### src/rtl/ccu_pkg.sv
package ccu_pkg;
    // mode select field codes
    localparam logic [3:0] CCU_MODE_OFF    = 4'h0;
    localparam logic [3:0] CCU_MODE_TOGGLE = 4'h2;
    localparam logic [3:0] CCU_MODE_CAP_FE = 4'h4;
    localparam logic [3:0] CCU_MODE_CAP_RE = 4'h5;
    localparam logic [3:0] CCU_MODE_CAP_R4 = 4'h6;
    localparam logic [3:0] CCU_MODE_CAP_16 = 4'h7;
    localparam logic [3:0] CCU_MODE_SET_HI = 4'h8;
    localparam logic [3:0] CCU_MODE_SET_LO = 4'h9;
    localparam logic [3:0] CCU_MODE_SWINT  = 4'hA;
    localparam logic [3:0] CCU_MODE_SPEV   = 4'hB;
    // field positions in the unit control register
    localparam int CCU_MODE_LSB = 0;
    localparam int CCU_MODE_MSB = 3;
    // timer choice field codes
    localparam logic [1:0] CCU_TSEL_T1  = 2'h0;
    localparam logic [1:0] CCU_TSEL_T3A = 2'h1;
    localparam logic [1:0] CCU_TSEL_T3B = 2'h2;
    // prescaler terminal counts
    localparam logic [3:0] CCU_PS4_LAST  = 4'h3;
    localparam logic [3:0] CCU_PS16_LAST = 4'hF;
    // values after reset
    localparam logic [3:0]  CCU_MODE_RST  = 4'h0;
    localparam logic [3:0]  CCU_PS_RST    = 4'h0;
    localparam logic [15:0] CCU_VAL_RST   = 16'h0000;
    localparam logic        CCU_REMAP_RST = 1'b1;
    // units whose pins follow the remap bit
    localparam int CCU_REMAP_FIRST = 6;
    localparam int CCU_REMAP_LAST  = 9;
    // synchroniser depth
    localparam int CCU_SYNC_STAGES = 3;
endpackage

### src/rtl/ccu_sync_if.sv
interface ccu_sync_if;
    logic raw;
    logic level;
    modport src (output raw, input level);
    modport snk (input raw, output level);
endinterface

### src/rtl/ccu_pin_sync.sv
module ccu_pin_sync
    import ccu_pkg::*;
(
    // clock and reset
    input wire logic core_clk_in,
    input wire logic rst_n_in,
    // pad level in, settled level out
    ccu_sync_if.snk  sif
);
    logic [CCU_SYNC_STAGES-1:0] stg_q;
    logic [CCU_SYNC_STAGES-1:0] stg_d;
    logic                       level_q;
    logic                       level_d;

    // shift chain; the level only moves when stages two and three agree
    always_comb begin
        stg_d   = {stg_q[CCU_SYNC_STAGES-2:0], sif.raw};
        level_d = level_q;
        if (stg_q[1] == stg_q[2]) begin
            level_d = stg_q[2];
        end
    end

    always_ff @(posedge core_clk_in) begin
        if (!rst_n_in) begin
            stg_q   <= '0;
            level_q <= 1'b0;
        end else begin
            stg_q   <= stg_d;
            level_q <= level_d;
        end
    end

    assign sif.level = level_q;
endmodule

### src/rtl/ccu_top.sv
// Contract
// - remap bit one primary, zero alternate pins
// - capture copies full 16-bit timer value
// - falling, rising, 4th or 16th rising
// - mode field bits 3:0 picks event
// - capture sets flag; only software clears
// - new capture overwrites unread old value
// - port write on output pin captures
// - prescaler cleared off, non-capture, reset
// - prescale switch keeps counter, may interrupt
// - compare register checked against selected timer
// - match drives high, low, toggles, or leaves
// - match sets flag with the pin action
// - clearing control forces compare latch low
// - mode 1010 only raises the interrupt
// - mode 1011 fires special event trigger
// - trigger resets the assigned timer pair
// - unit four trigger starts no conversion
// - timer choice 00 timer1, 01/10 timer3
// - value register is two byte registers
module ccu_top
    import ccu_pkg::*;
#(
    parameter int UNIT_NUM = 4
)
(
    // clock and reset
    input  wire logic        core_clk_in,
    input  wire logic        rst_n_in,
    // configuration strap
    input  wire logic        pin_remap_select_in,
    // unit control register
    input  wire logic        ctrl_wr_in,
    input  wire logic [7:0]  ctrl_wdata_in,
    output logic      [7:0]  ctrl_out,
    // value register bytes
    input  wire logic        val_lo_wr_in,
    input  wire logic        val_hi_wr_in,
    input  wire logic [7:0]  val_wdata_in,
    output logic      [7:0]  capture_value_low_out,
    output logic      [7:0]  capture_value_high_out,
    // timer choice, timers and triggers
    input  wire logic [1:0]  timer_choice_field_in,
    input  wire logic [15:0] timer1_value_in,
    input  wire logic [15:0] timer3_value_in,
    output logic             timer1_reset_out,
    output logic             timer3_reset_out,
    output logic             adc_start_out,
    output logic             special_event_out,
    // flag and enable
    input  wire logic        unit_event_enable_in,
    input  wire logic        flag_clear_in,
    output logic             unit_event_flag_out,
    output logic             irq_out,
    // port side of the pin
    input  wire logic        pin_direction_bit_in,
    input  wire logic        port_latch_in,
    // primary pin set
    input  wire logic        pin_pri_in,
    output logic             pin_pri_out,
    output logic             pin_pri_oe_out,
    // alternate pin set
    input  wire logic        pin_alt_in,
    output logic             pin_alt_out,
    output logic             pin_alt_oe_out
);
    localparam bit REMAP_UNIT = (UNIT_NUM >= CCU_REMAP_FIRST) && (UNIT_NUM <= CCU_REMAP_LAST);

    ccu_sync_if sif ();

    logic        remap_q, remap_d, strap_done_q, strap_done_d;
    logic        use_alt;
    logic        cap_src, src_q, src_d, rise, fall;
    logic [3:0]  mode_q, mode_d;
    logic        is_cap, is_cmp;
    logic [3:0]  ps_q, ps_d;
    logic        cap_evt;
    logic [15:0] val_q, val_d, tmr_val;
    logic        tmr_ok, match, match_q, match_d, cmp_evt;
    logic        cmp_latch_q, cmp_latch_d;
    logic        flag_q, flag_d, irq_q, irq_d;
    logic        trig_q, trig_d, t1r_q, t1r_d, t3r_q, t3r_d;
    logic        drv_q, drv_d, oe_q, oe_d, oe_alt_q, oe_alt_d;

    // remap strap caught once, on the first edge after reset release
    always_comb begin
        remap_d      = remap_q;
        strap_done_d = 1'b1;
        if (!strap_done_q) begin
            remap_d = pin_remap_select_in;
        end
    end

    always_ff @(posedge core_clk_in) begin
        if (!rst_n_in) begin
            remap_q      <= CCU_REMAP_RST;
            strap_done_q <= 1'b0;
        end else begin
            remap_q      <= remap_d;
            strap_done_q <= strap_done_d;
        end
    end

    // pad selection by the remap bit
    assign use_alt = REMAP_UNIT && !remap_q;
    assign sif.raw = use_alt ? pin_alt_in : pin_pri_in;

    ccu_pin_sync u_sync (
        .core_clk_in (core_clk_in),
        .rst_n_in    (rst_n_in),
        .sif         (sif)
    );

    // an output pin shows the port latch, so a port write is an edge too
    always_comb begin
        cap_src = pin_direction_bit_in ? sif.level : port_latch_in;
        src_d   = cap_src;
        rise    = cap_src && !src_q;
        fall    = !cap_src && src_q;
    end

    always_ff @(posedge core_clk_in) begin
        if (!rst_n_in) begin
            src_q <= 1'b0;
        end else begin
            src_q <= src_d;
        end
    end

    // unit control register: only the mode field is implemented
    always_comb begin
        mode_d = mode_q;
        if (ctrl_wr_in) begin
            mode_d = ctrl_wdata_in[CCU_MODE_MSB:CCU_MODE_LSB];
        end
    end

    always_ff @(posedge core_clk_in) begin
        if (!rst_n_in) begin
            mode_q <= CCU_MODE_RST;
        end else begin
            mode_q <= mode_d;
        end
    end

    assign is_cap = (mode_q >= CCU_MODE_CAP_FE) && (mode_q <= CCU_MODE_CAP_16);
    assign is_cmp = (mode_q == CCU_MODE_TOGGLE) || (mode_q >= CCU_MODE_SET_HI);

    // prescaler; a direct switch between capture modes keeps the count
    always_comb begin
        ps_d    = ps_q;
        cap_evt = 1'b0;
        if (!is_cap) begin
            ps_d = CCU_PS_RST;
        end else begin
            case (mode_q)
                CCU_MODE_CAP_FE: cap_evt = fall;
                CCU_MODE_CAP_RE: cap_evt = rise;
                CCU_MODE_CAP_R4: begin
                    if (rise) begin
                        cap_evt = (ps_q >= CCU_PS4_LAST);
                        ps_d    = cap_evt ? CCU_PS_RST : ps_q + 4'h1;
                    end
                end
                CCU_MODE_CAP_16: begin
                    if (rise) begin
                        cap_evt = (ps_q == CCU_PS16_LAST);
                        ps_d    = ps_q + 4'h1;
                    end
                end
                default: cap_evt = 1'b0;
            endcase
        end
    end

    always_ff @(posedge core_clk_in) begin
        if (!rst_n_in) begin
            ps_q <= CCU_PS_RST;
        end else begin
            ps_q <= ps_d;
        end
    end

    // timer choice; the reserved code selects no timer
    always_comb begin
        tmr_ok = 1'b1;
        case (timer_choice_field_in)
            CCU_TSEL_T1:  tmr_val = timer1_value_in;
            CCU_TSEL_T3A: tmr_val = timer3_value_in;
            CCU_TSEL_T3B: tmr_val = timer3_value_in;
            default: begin
                tmr_val = CCU_VAL_RST;
                tmr_ok  = 1'b0;
            end
        endcase
    end

    // value register: a capture beats a software byte write
    always_comb begin
        val_d = val_q;
        if (val_lo_wr_in) begin
            val_d[7:0] = val_wdata_in;
        end
        if (val_hi_wr_in) begin
            val_d[15:8] = val_wdata_in;
        end
        if (cap_evt) begin
            val_d = tmr_val;
        end
    end

    always_ff @(posedge core_clk_in) begin
        if (!rst_n_in) begin
            val_q <= CCU_VAL_RST;
        end else begin
            val_q <= val_d;
        end
    end

    // compare: only the first cycle of a match is an event
    always_comb begin
        match   = is_cmp && tmr_ok && (tmr_val == val_q);
        match_d = match;
        cmp_evt = match && !match_q;
    end

    // compare output latch, separate from the port latch
    always_comb begin
        cmp_latch_d = cmp_latch_q;
        if (ctrl_wr_in && ctrl_wdata_in == 8'h00) begin
            cmp_latch_d = 1'b0;
        end else if (ctrl_wr_in) begin
            case (ctrl_wdata_in[CCU_MODE_MSB:CCU_MODE_LSB])
                CCU_MODE_SET_HI: cmp_latch_d = 1'b0;
                CCU_MODE_SET_LO: cmp_latch_d = 1'b1;
                default:         cmp_latch_d = cmp_latch_q;
            endcase
        end else if (cmp_evt) begin
            case (mode_q)
                CCU_MODE_SET_HI: cmp_latch_d = 1'b1;
                CCU_MODE_SET_LO: cmp_latch_d = 1'b0;
                CCU_MODE_TOGGLE: cmp_latch_d = !cmp_latch_q;
                default:         cmp_latch_d = cmp_latch_q;
            endcase
        end
    end

    always_ff @(posedge core_clk_in) begin
        if (!rst_n_in) begin
            match_q     <= 1'b0;
            cmp_latch_q <= 1'b0;
        end else begin
            match_q     <= match_d;
            cmp_latch_q <= cmp_latch_d;
        end
    end

    // flag: hardware sets, software clears; a set in the clear cycle wins
    always_comb begin
        flag_d = flag_q;
        if (flag_clear_in) begin
            flag_d = 1'b0;
        end
        if (cap_evt || cmp_evt) begin
            flag_d = 1'b1;
        end
        irq_d = flag_d && unit_event_enable_in;
    end

    // special event trigger; this unit never starts a conversion
    always_comb begin
        trig_d = cmp_evt && (mode_q == CCU_MODE_SPEV);
        t1r_d  = trig_d && (timer_choice_field_in == CCU_TSEL_T1);
        t3r_d  = trig_d && ((timer_choice_field_in == CCU_TSEL_T3A)
                         || (timer_choice_field_in == CCU_TSEL_T3B));
    end

    always_ff @(posedge core_clk_in) begin
        if (!rst_n_in) begin
            flag_q <= 1'b0;
            irq_q  <= 1'b0;
            trig_q <= 1'b0;
            t1r_q  <= 1'b0;
            t3r_q  <= 1'b0;
        end else begin
            flag_q <= flag_d;
            irq_q  <= irq_d;
            trig_q <= trig_d;
            t1r_q  <= t1r_d;
            t3r_q  <= t3r_d;
        end
    end

    // pin drive: latch in pin-action compare modes, else the port latch
    always_comb begin
        oe_d     = !pin_direction_bit_in && !use_alt;
        oe_alt_d = !pin_direction_bit_in && use_alt;
        drv_d = port_latch_in;
        if (mode_q == CCU_MODE_SET_HI || mode_q == CCU_MODE_SET_LO
            || mode_q == CCU_MODE_TOGGLE) begin
            drv_d = cmp_latch_d;
        end
    end

    always_ff @(posedge core_clk_in) begin
        if (!rst_n_in) begin
            drv_q    <= 1'b0;
            oe_q     <= 1'b0;
            oe_alt_q <= 1'b0;
        end else begin
            drv_q    <= drv_d;
            oe_q     <= oe_d;
            oe_alt_q <= oe_alt_d;
        end
    end

    // outputs, all from flops except adc_start_out, tied low; the unused pin set is undriven except in the first cycle after reset on an alternate-pin unit
    assign ctrl_out               = {4'h0, mode_q};
    assign capture_value_low_out  = val_q[7:0];
    assign capture_value_high_out = val_q[15:8];
    assign unit_event_flag_out    = flag_q;
    assign irq_out                = irq_q;
    assign special_event_out      = trig_q;
    assign timer1_reset_out       = t1r_q;
    assign timer3_reset_out       = t3r_q;
    assign adc_start_out          = 1'b0;
    assign pin_pri_out            = drv_q;
    assign pin_alt_out            = drv_q;
    assign pin_pri_oe_out         = oe_q;
    assign pin_alt_oe_out         = oe_alt_q;
endmodule

### config.mk
export PLATFORM = sky130hd
export DESIGN_NAME = ccu_top
export DESIGN_NICKNAME = d
export VERILOG_FILES = /design/src/rtl/ccu_pkg.sv /design/src/rtl/ccu_sync_if.sv /design/src/rtl/ccu_pin_sync.sv /design/src/rtl/ccu_top.sv
export SDC_FILE = /design/constraint.sdc
export NUM_CORES = 1
export LEC_CHECK = 0
export BUFFER_PORTS_ARGS = -buffer_cell sky130_fd_sc_hd__clkbuf_2
export CAP_MARGIN = 20
export CORE_MARGIN = 2
export CORE_UTILIZATION = 47
export CTS_CLUSTER_DIAMETER = 40
export DETAILED_ROUTE_END_ITERATION = 12
export PLACE_DENSITY = 0.86
export RECOVER_POWER = 25
export SKIP_CTS_REPAIR_TIMING = 1
export SLEW_MARGIN = 15
export SYNTH_ARGS = -nofsm -noshare
export SYNTH_HDL_FRONTEND = slang
export SYNTH_SLANG_ARGS = --single-unit
### constraint.sdc
create_clock -name core_clk_in -period 4.9 [get_ports core_clk_in]
set_input_delay 0.735 -clock core_clk_in [delete_from_list [all_inputs] [get_ports core_clk_in]]
set_output_delay 0.735 -clock core_clk_in [all_outputs]
set_load 0.005 [all_outputs]
==> out/results.tsv, run 1 <==
metric	value	unit
synth-compound-area-share	22.4	%
synth_area_leaders	dfxtp_1 31%, mux2i_1 8.1%, o211a_1 6.1%	
synth_area	2460	um^2
setup_viol	0	
cts.sinks	38	
synthCells	289	
grtUsageTotal	20.5	%
finalSetupTns	0	ps
worst-endpoint-required	5090	ps
post-dp-hpwl	4510	um
ir_drop	171	uV
grt_start_max_net_pins	43	
ys_warn_count	0	
drc	0	
worst_pin_slew	1410	ps
clk_latency	300	ps
wirelength	6070	um
post-synth-top-count-cell	dfxtp_1	
gp_congestion	0.791	
path_clk_slew	70	ps
period_needed	3200	ps
skew	9.24	ps
cts_tree	built	
ys_ff_latch	38	
die_h	76.4	um
antenna_left	0	
synth_xor_xnor_area_share	1.78	%
crit_arrival	3390	ps
yosys-mux-area-fraction	9.04	%
regArea	761	um^2
power.density	281	nW/um^2
finalPower	836	uW
grt_pass1_vias	2162	
design.core.area	5070	um^2
async_flop_share	0	%
drtIter0Drc	162	
cts-root-buf	clkbuf_8	
critPathLaunchType	primary input	
slew_headroom	6.04	%
vias	2418	
n_antenna_cell	0	
start_util	48.5	%
outcome	complete, no violations	
max_freq	312	MHz
synth_top_cell_area_share	30.9	%
path_class	in2reg	
htree_levels	2	
grt.overflow.total	0	
worst-path-max-fanout	17	
crit_path_end_kind	register	
die_width	76.4	um
hp-class	reg2reg	
yosys.area_share.simple	25.5	%
numCtsBuffers	5	
grt_pass1_wl	9960	um
synthFlopType	dfxtp_1	
viasPerCell	5.61	
maxSlewViolCount	0	
yosysUniqueCellTypes	56	
drive_gt1_share	29.6	%
final_nets	426	
avgRoutedWirePerCell	14.1	um
synthTopCellsByCount	38 x dfxtp_1, 24 x nor2_1, 21 x nand2_1	
final-hold-violation-count	0	
synth_adder_area_share	2.03	%
leakagePower	1.46	nW
yosysSeqAreaShare	30.9	%
fp-row-count	26	
n_fill_cell	474	
antenna_found_initial	0	
multiInputGateArea	1520	um^2
area_growth	20.6	%
rrSetupSlack	2720	ps
rsz0062_at_grt	false	
clockBufferDepth	2	
yosys.area.top_type	dfxtp_1	
die-area	5840	um^2
drt-pass1-iter-count	5	
synth_top_family_by_area	simple AND/OR/NAND/NOR gates	
max-cap-violations	0	
period_share	65.3	%
synth-edff-count	0	
port-buffer-count	87	
io_pins	96	
synth_area_per_cell	8.52	um^2
-- metal layers --
| layer | vias up | part of all wire [%] | global-route usage, % |
|---|---|---|---|
| met3 | 14 | 7.9 | 4.98 |
| met2 | 102 | 47 | 34.3 |
| met1 | 1108 | 43 | 26.0 |
| met5 | - | 0 | 0 |
| li1 | 1194 | - | - |
| met4 | 0 | 1.8 | 6.55 |
-- power by group --
group | internal [mW] | switching [mW]
Clock | 0.217 | 0.116
Combinational | 0.0791 | 0.0869
Sequential | 0.322 | 0.0146
-- metrics by stage --
step	utilization [%]	cell area, um^2	std cells	setup slack (ps)	hold slack (ps)
5_1_grt	58.6	2970	431	1430	462
4_1_cts	58.6	2970	431	1700	444
3_3_place_gp	55.5	2820	422	1440	415
3_5_place_dp	55.8	2830	423	1380	427
2_1_floorplan	-	2480	294	2060	412
6_report	58.6	2970	431	1700	443
-- layout make-up --
cell class,count,area share (%)
multi-input combinational,224,51.2
sequential,38,25.6
timing repair buffer,88,15.0
tap,70,2.95
clock buffer,6,2.78
clock inverter,2,2.02
inverter,3,0.379
-- cell usage in the layout (no fill, tap or decap), types with 7 or more instances in the layout --
master     n
clkbuf_2  84
dfxtp_1   38
nor2_1    24
nand2_1   21
mux2i_1   20
o21ai_0   17
o211a_1   15
a22oi_1   13
or3_1     12
nand4_1   12
nor2b_1    9
a21oi_1    7
and2_1     7
-- final timing paths --
path / start / endpoint / cells after the start
max: timer_choice_field_in[0] / pin_alt_out / 9
min: u_sync.stg_q[0] / u_sync.stg_q[1] / 1
max reg2reg: u_sync.sif.level / val_q[11] / 6
min reg2reg: u_sync.stg_q[0] / u_sync.stg_q[1] / 1
-- state kept, by name, indices dropped and copies added (netlist names) --
name and cells:
val_q 16, match_q 1, timer1_reset_out 1, irq_out 1
u_sync.sif.level 1, timer3_reset_out 1, mode_q 4, pin_pri_oe_out 1
src_q 1, unit_event_flag_out 1, special_event_out 1, ps_q 4
pin_alt_out 1, cmp_latch_q 1, u_sync.stg_q 3
-- cell families (layout without fill, tap and decap cells) --
group | Yosys count | in the layout
other | 1 | 6
adders and majority gates | 4 | 4
buffers and inverters | 32 | 99
xor gates and xnor gates | 5 | 5
and+or+nand+nor | 113 | 113
muxes | 22 | 22
AOI/OAI and AO/OA | 74 | 74
DFF | 38 | 38
-- worst max-delay path, cell delays in order --
cell	delay [ps]
clkbuf_2	110
inv_1	50
ha_1	660
a22oi_1	260
o21ai_0	280
nand4_1	110
or4_1	540
or4b_1	530
o311ai_0	110
Note: power is estimated with default switching activity, not from simulation.
==> run 2: changes to the inputs <==
Clock period 4.9 ns to 3 ns, I/O delays scaled along.
==> out/results.tsv, run 2 (synthesized netlist as in run 1, its figures left out) <==
metric	value	unit	change
post-dp-hpwl	4700	um	+4.2%
start_util	48.5	%	unchanged
vias	2436		+0.74%
fp-row-count	26		unchanged
setup_viol	0		unchanged
antenna_left	0		unchanged
n_antenna_cell	0		unchanged
r2r-end	unit_event_flag_out		
gp_congestion	0.775		-2.0%
max_freq	366	MHz	
crit_family	simple AND/OR/NAND/NOR gates		
largest-register	val_q		
grt.overflow.total	0		unchanged
cts.sinks	38		unchanged
rrSetupSlack	940	ps	-1780 ps
path_class	in2reg		
met3_usage	4.86	%	-0.12 points
grt_busiest_layer	met2		
clockBufferDepth	2		unchanged
finalPower	1.36	mW	+62%
r2r-start	mode_q[1]		
port-buffer-count	87		unchanged
period_needed	2730	ps	
n_fill_cell	473		-0.21%
grt_pass1_vias	2239		+3.6%
leakagePower	1.49	nW	+1.7%
use_met1	26.1	%	+0.15 points
drive_gt1_share	30.2	%	+0.61 points
power.density	451	nW/um^2	+60%
crit_arrival	2900	ps	-490 ps
min_to	pin_pri_oe_out		
crit_path_end_kind	register		
final_nets	432		+1.4%
biggestRegsByFlops	val_q x16, mode_q x4, ps_q x4		
cts-root-buf	clkbuf_8		
max-cap-violations	0		unchanged
grtUsageTotal	21.0	%	+0.53 points
max_stage_delay	550	ps	-110 ps
worst-path-max-fanout	10		-7
hp-class	in2reg		
area_growth	22.2	%	
skew	9.37	ps	+0.138 ps
drt-pass1-iter-count	4		-1
final_area	3010	um^2	+1.3%
grt_start_max_net_pins	43		unchanged
grt_pass1_wl	10100	um	+1.4%
cp_slowest_cell	or4b_1		
clk_latency	300	ps	about the same
avgRoutedWirePerCell	14.1	um	+0.10%
worst-endpoint-required	3170	ps	-1920 ps
drc	0		unchanged
worst-path-stages	9		unchanged
slew_headroom	7.51	%	+1.5 points
hold_start	pin_direction_bit_in		
final_cell_mix	84 x clkbuf_2, 38 x dfxtp_1, 24 x nor2_1		
period_share	91.2	%	
reg2reg_depth	7		+1
viasPerCell	5.57		-0.64%
critPathLaunchType	primary input		
wirelength	6160	um	+1.5%
final_common_cell	clkbuf_2		
die_h	76.4	um	unchanged
cts_tree	built		
placed_cell_area	2880	um^2	+1.8%
final-hold-violation-count	0		unchanged
die_width	76.4	um	unchanged
ir_drop	215	uV	+26%
design.core.area	5070	um^2	unchanged
critPathBufInv	2		unchanged
die-area	5840	um^2	unchanged
drtIter0Drc	149		-8.0%
numCtsBuffers	5		unchanged
fin_util	59.3	%	+0.76 points
rsz0062_at_grt	false		
antenna_found_initial	0		unchanged
worst_pin_slew	1390	ps	-22.1 ps
gr-usage-met2	36.2	%	+1.9 points
io_pins	96		unchanged
outcome	complete, no violations		
maxSlewViolCount	0		unchanged
htree_levels	2		unchanged
largest_reg_flops	16		unchanged
min_delay_path_depth	2		+1
critical_path.cell_chain	clkbuf_2, inv_1, ha_1, a22oi_1, o21ai_0, nand4_1, or4_1, or4b_1, o311ai_0		
path_clk_slew	80	ps	about the same
-- run 2: changes by cell type in the layout (fill, tap and decap cells not counted), sizes merged --
cell	delta
buf	+5
clkinv	+1
-- run 2: worst max-delay path by stage --
stage	from	end
after floorplan	timer_choice_field_in[0]	pin_alt_out
after global placement	timer_choice_field_in[0]	pin_alt_out
after detailed placement	timer_choice_field_in[0]	pin_alt_out
after CTS	timer_choice_field_in[0]	pin_alt_out
after global routing	timer_choice_field_in[1]	pin_alt_out
final	timer_choice_field_in[0]	pin_alt_out
-- run 2: worst reg2reg max path: stages, from the launching register on --
cell and delay, ps:
dfxtp_1 540, nand2_1 190, o31ai_1 250, a21oi_1 100
o21ai_2 140, buf_4 320, a21boi_0 290, a21boi_1 90
-- run 2: metal layers --
metal | vias to the layer above | wire, um
met2 | 103 | 2920
met4 | 0 | 92
li1 | 1216 | -
met3 | 8 | 443
met1 | 1109 | 2700
met5 | - | 0
-- run 2: per-stage QoR --
stage / worst slack (ps) / hold WS [ps] / TNS, ps / std cells
detailed placement: -25.9 / 419 / -25.9 / 429
CTS: 282 / 338 / 0 / 437
global route: 76.4 / 330 / 0 / 437
floorplan: 445 / 412 / 0 / 294
finish: 265 / 340 / 0 / 437
global placement: 136 / 417 / 0 / 429
-- run 2: layout make-up --
| type | instances | area (um^2) | share of cell area, % |
|---|---|---|---|
| Inverter | 3 | 11.3 | 0.374 |
| Clock buffer | 5 | 68.8 | 2.29 |
| Clock inverter | 3 | 68.8 | 2.29 |
| Timing Repair Buffer | 94 | 493 | 16.4 |
| Sequential cell | 38 | 761 | 25.3 |
| Multi-Input combinational cell | 224 | 1520 | 50.5 |
| Tap cell | 70 | 87.6 | 2.91 |
-- run 2: where the power goes --
part           leakage [nW]  internal, mW  switching (mW)  total, mW
Combinational          1.11         0.136           0.146      0.282
Clock                0.0683         0.333           0.192      0.525
Sequential            0.311         0.526          0.0245      0.551
Total                  1.49         0.996           0.362       1.36
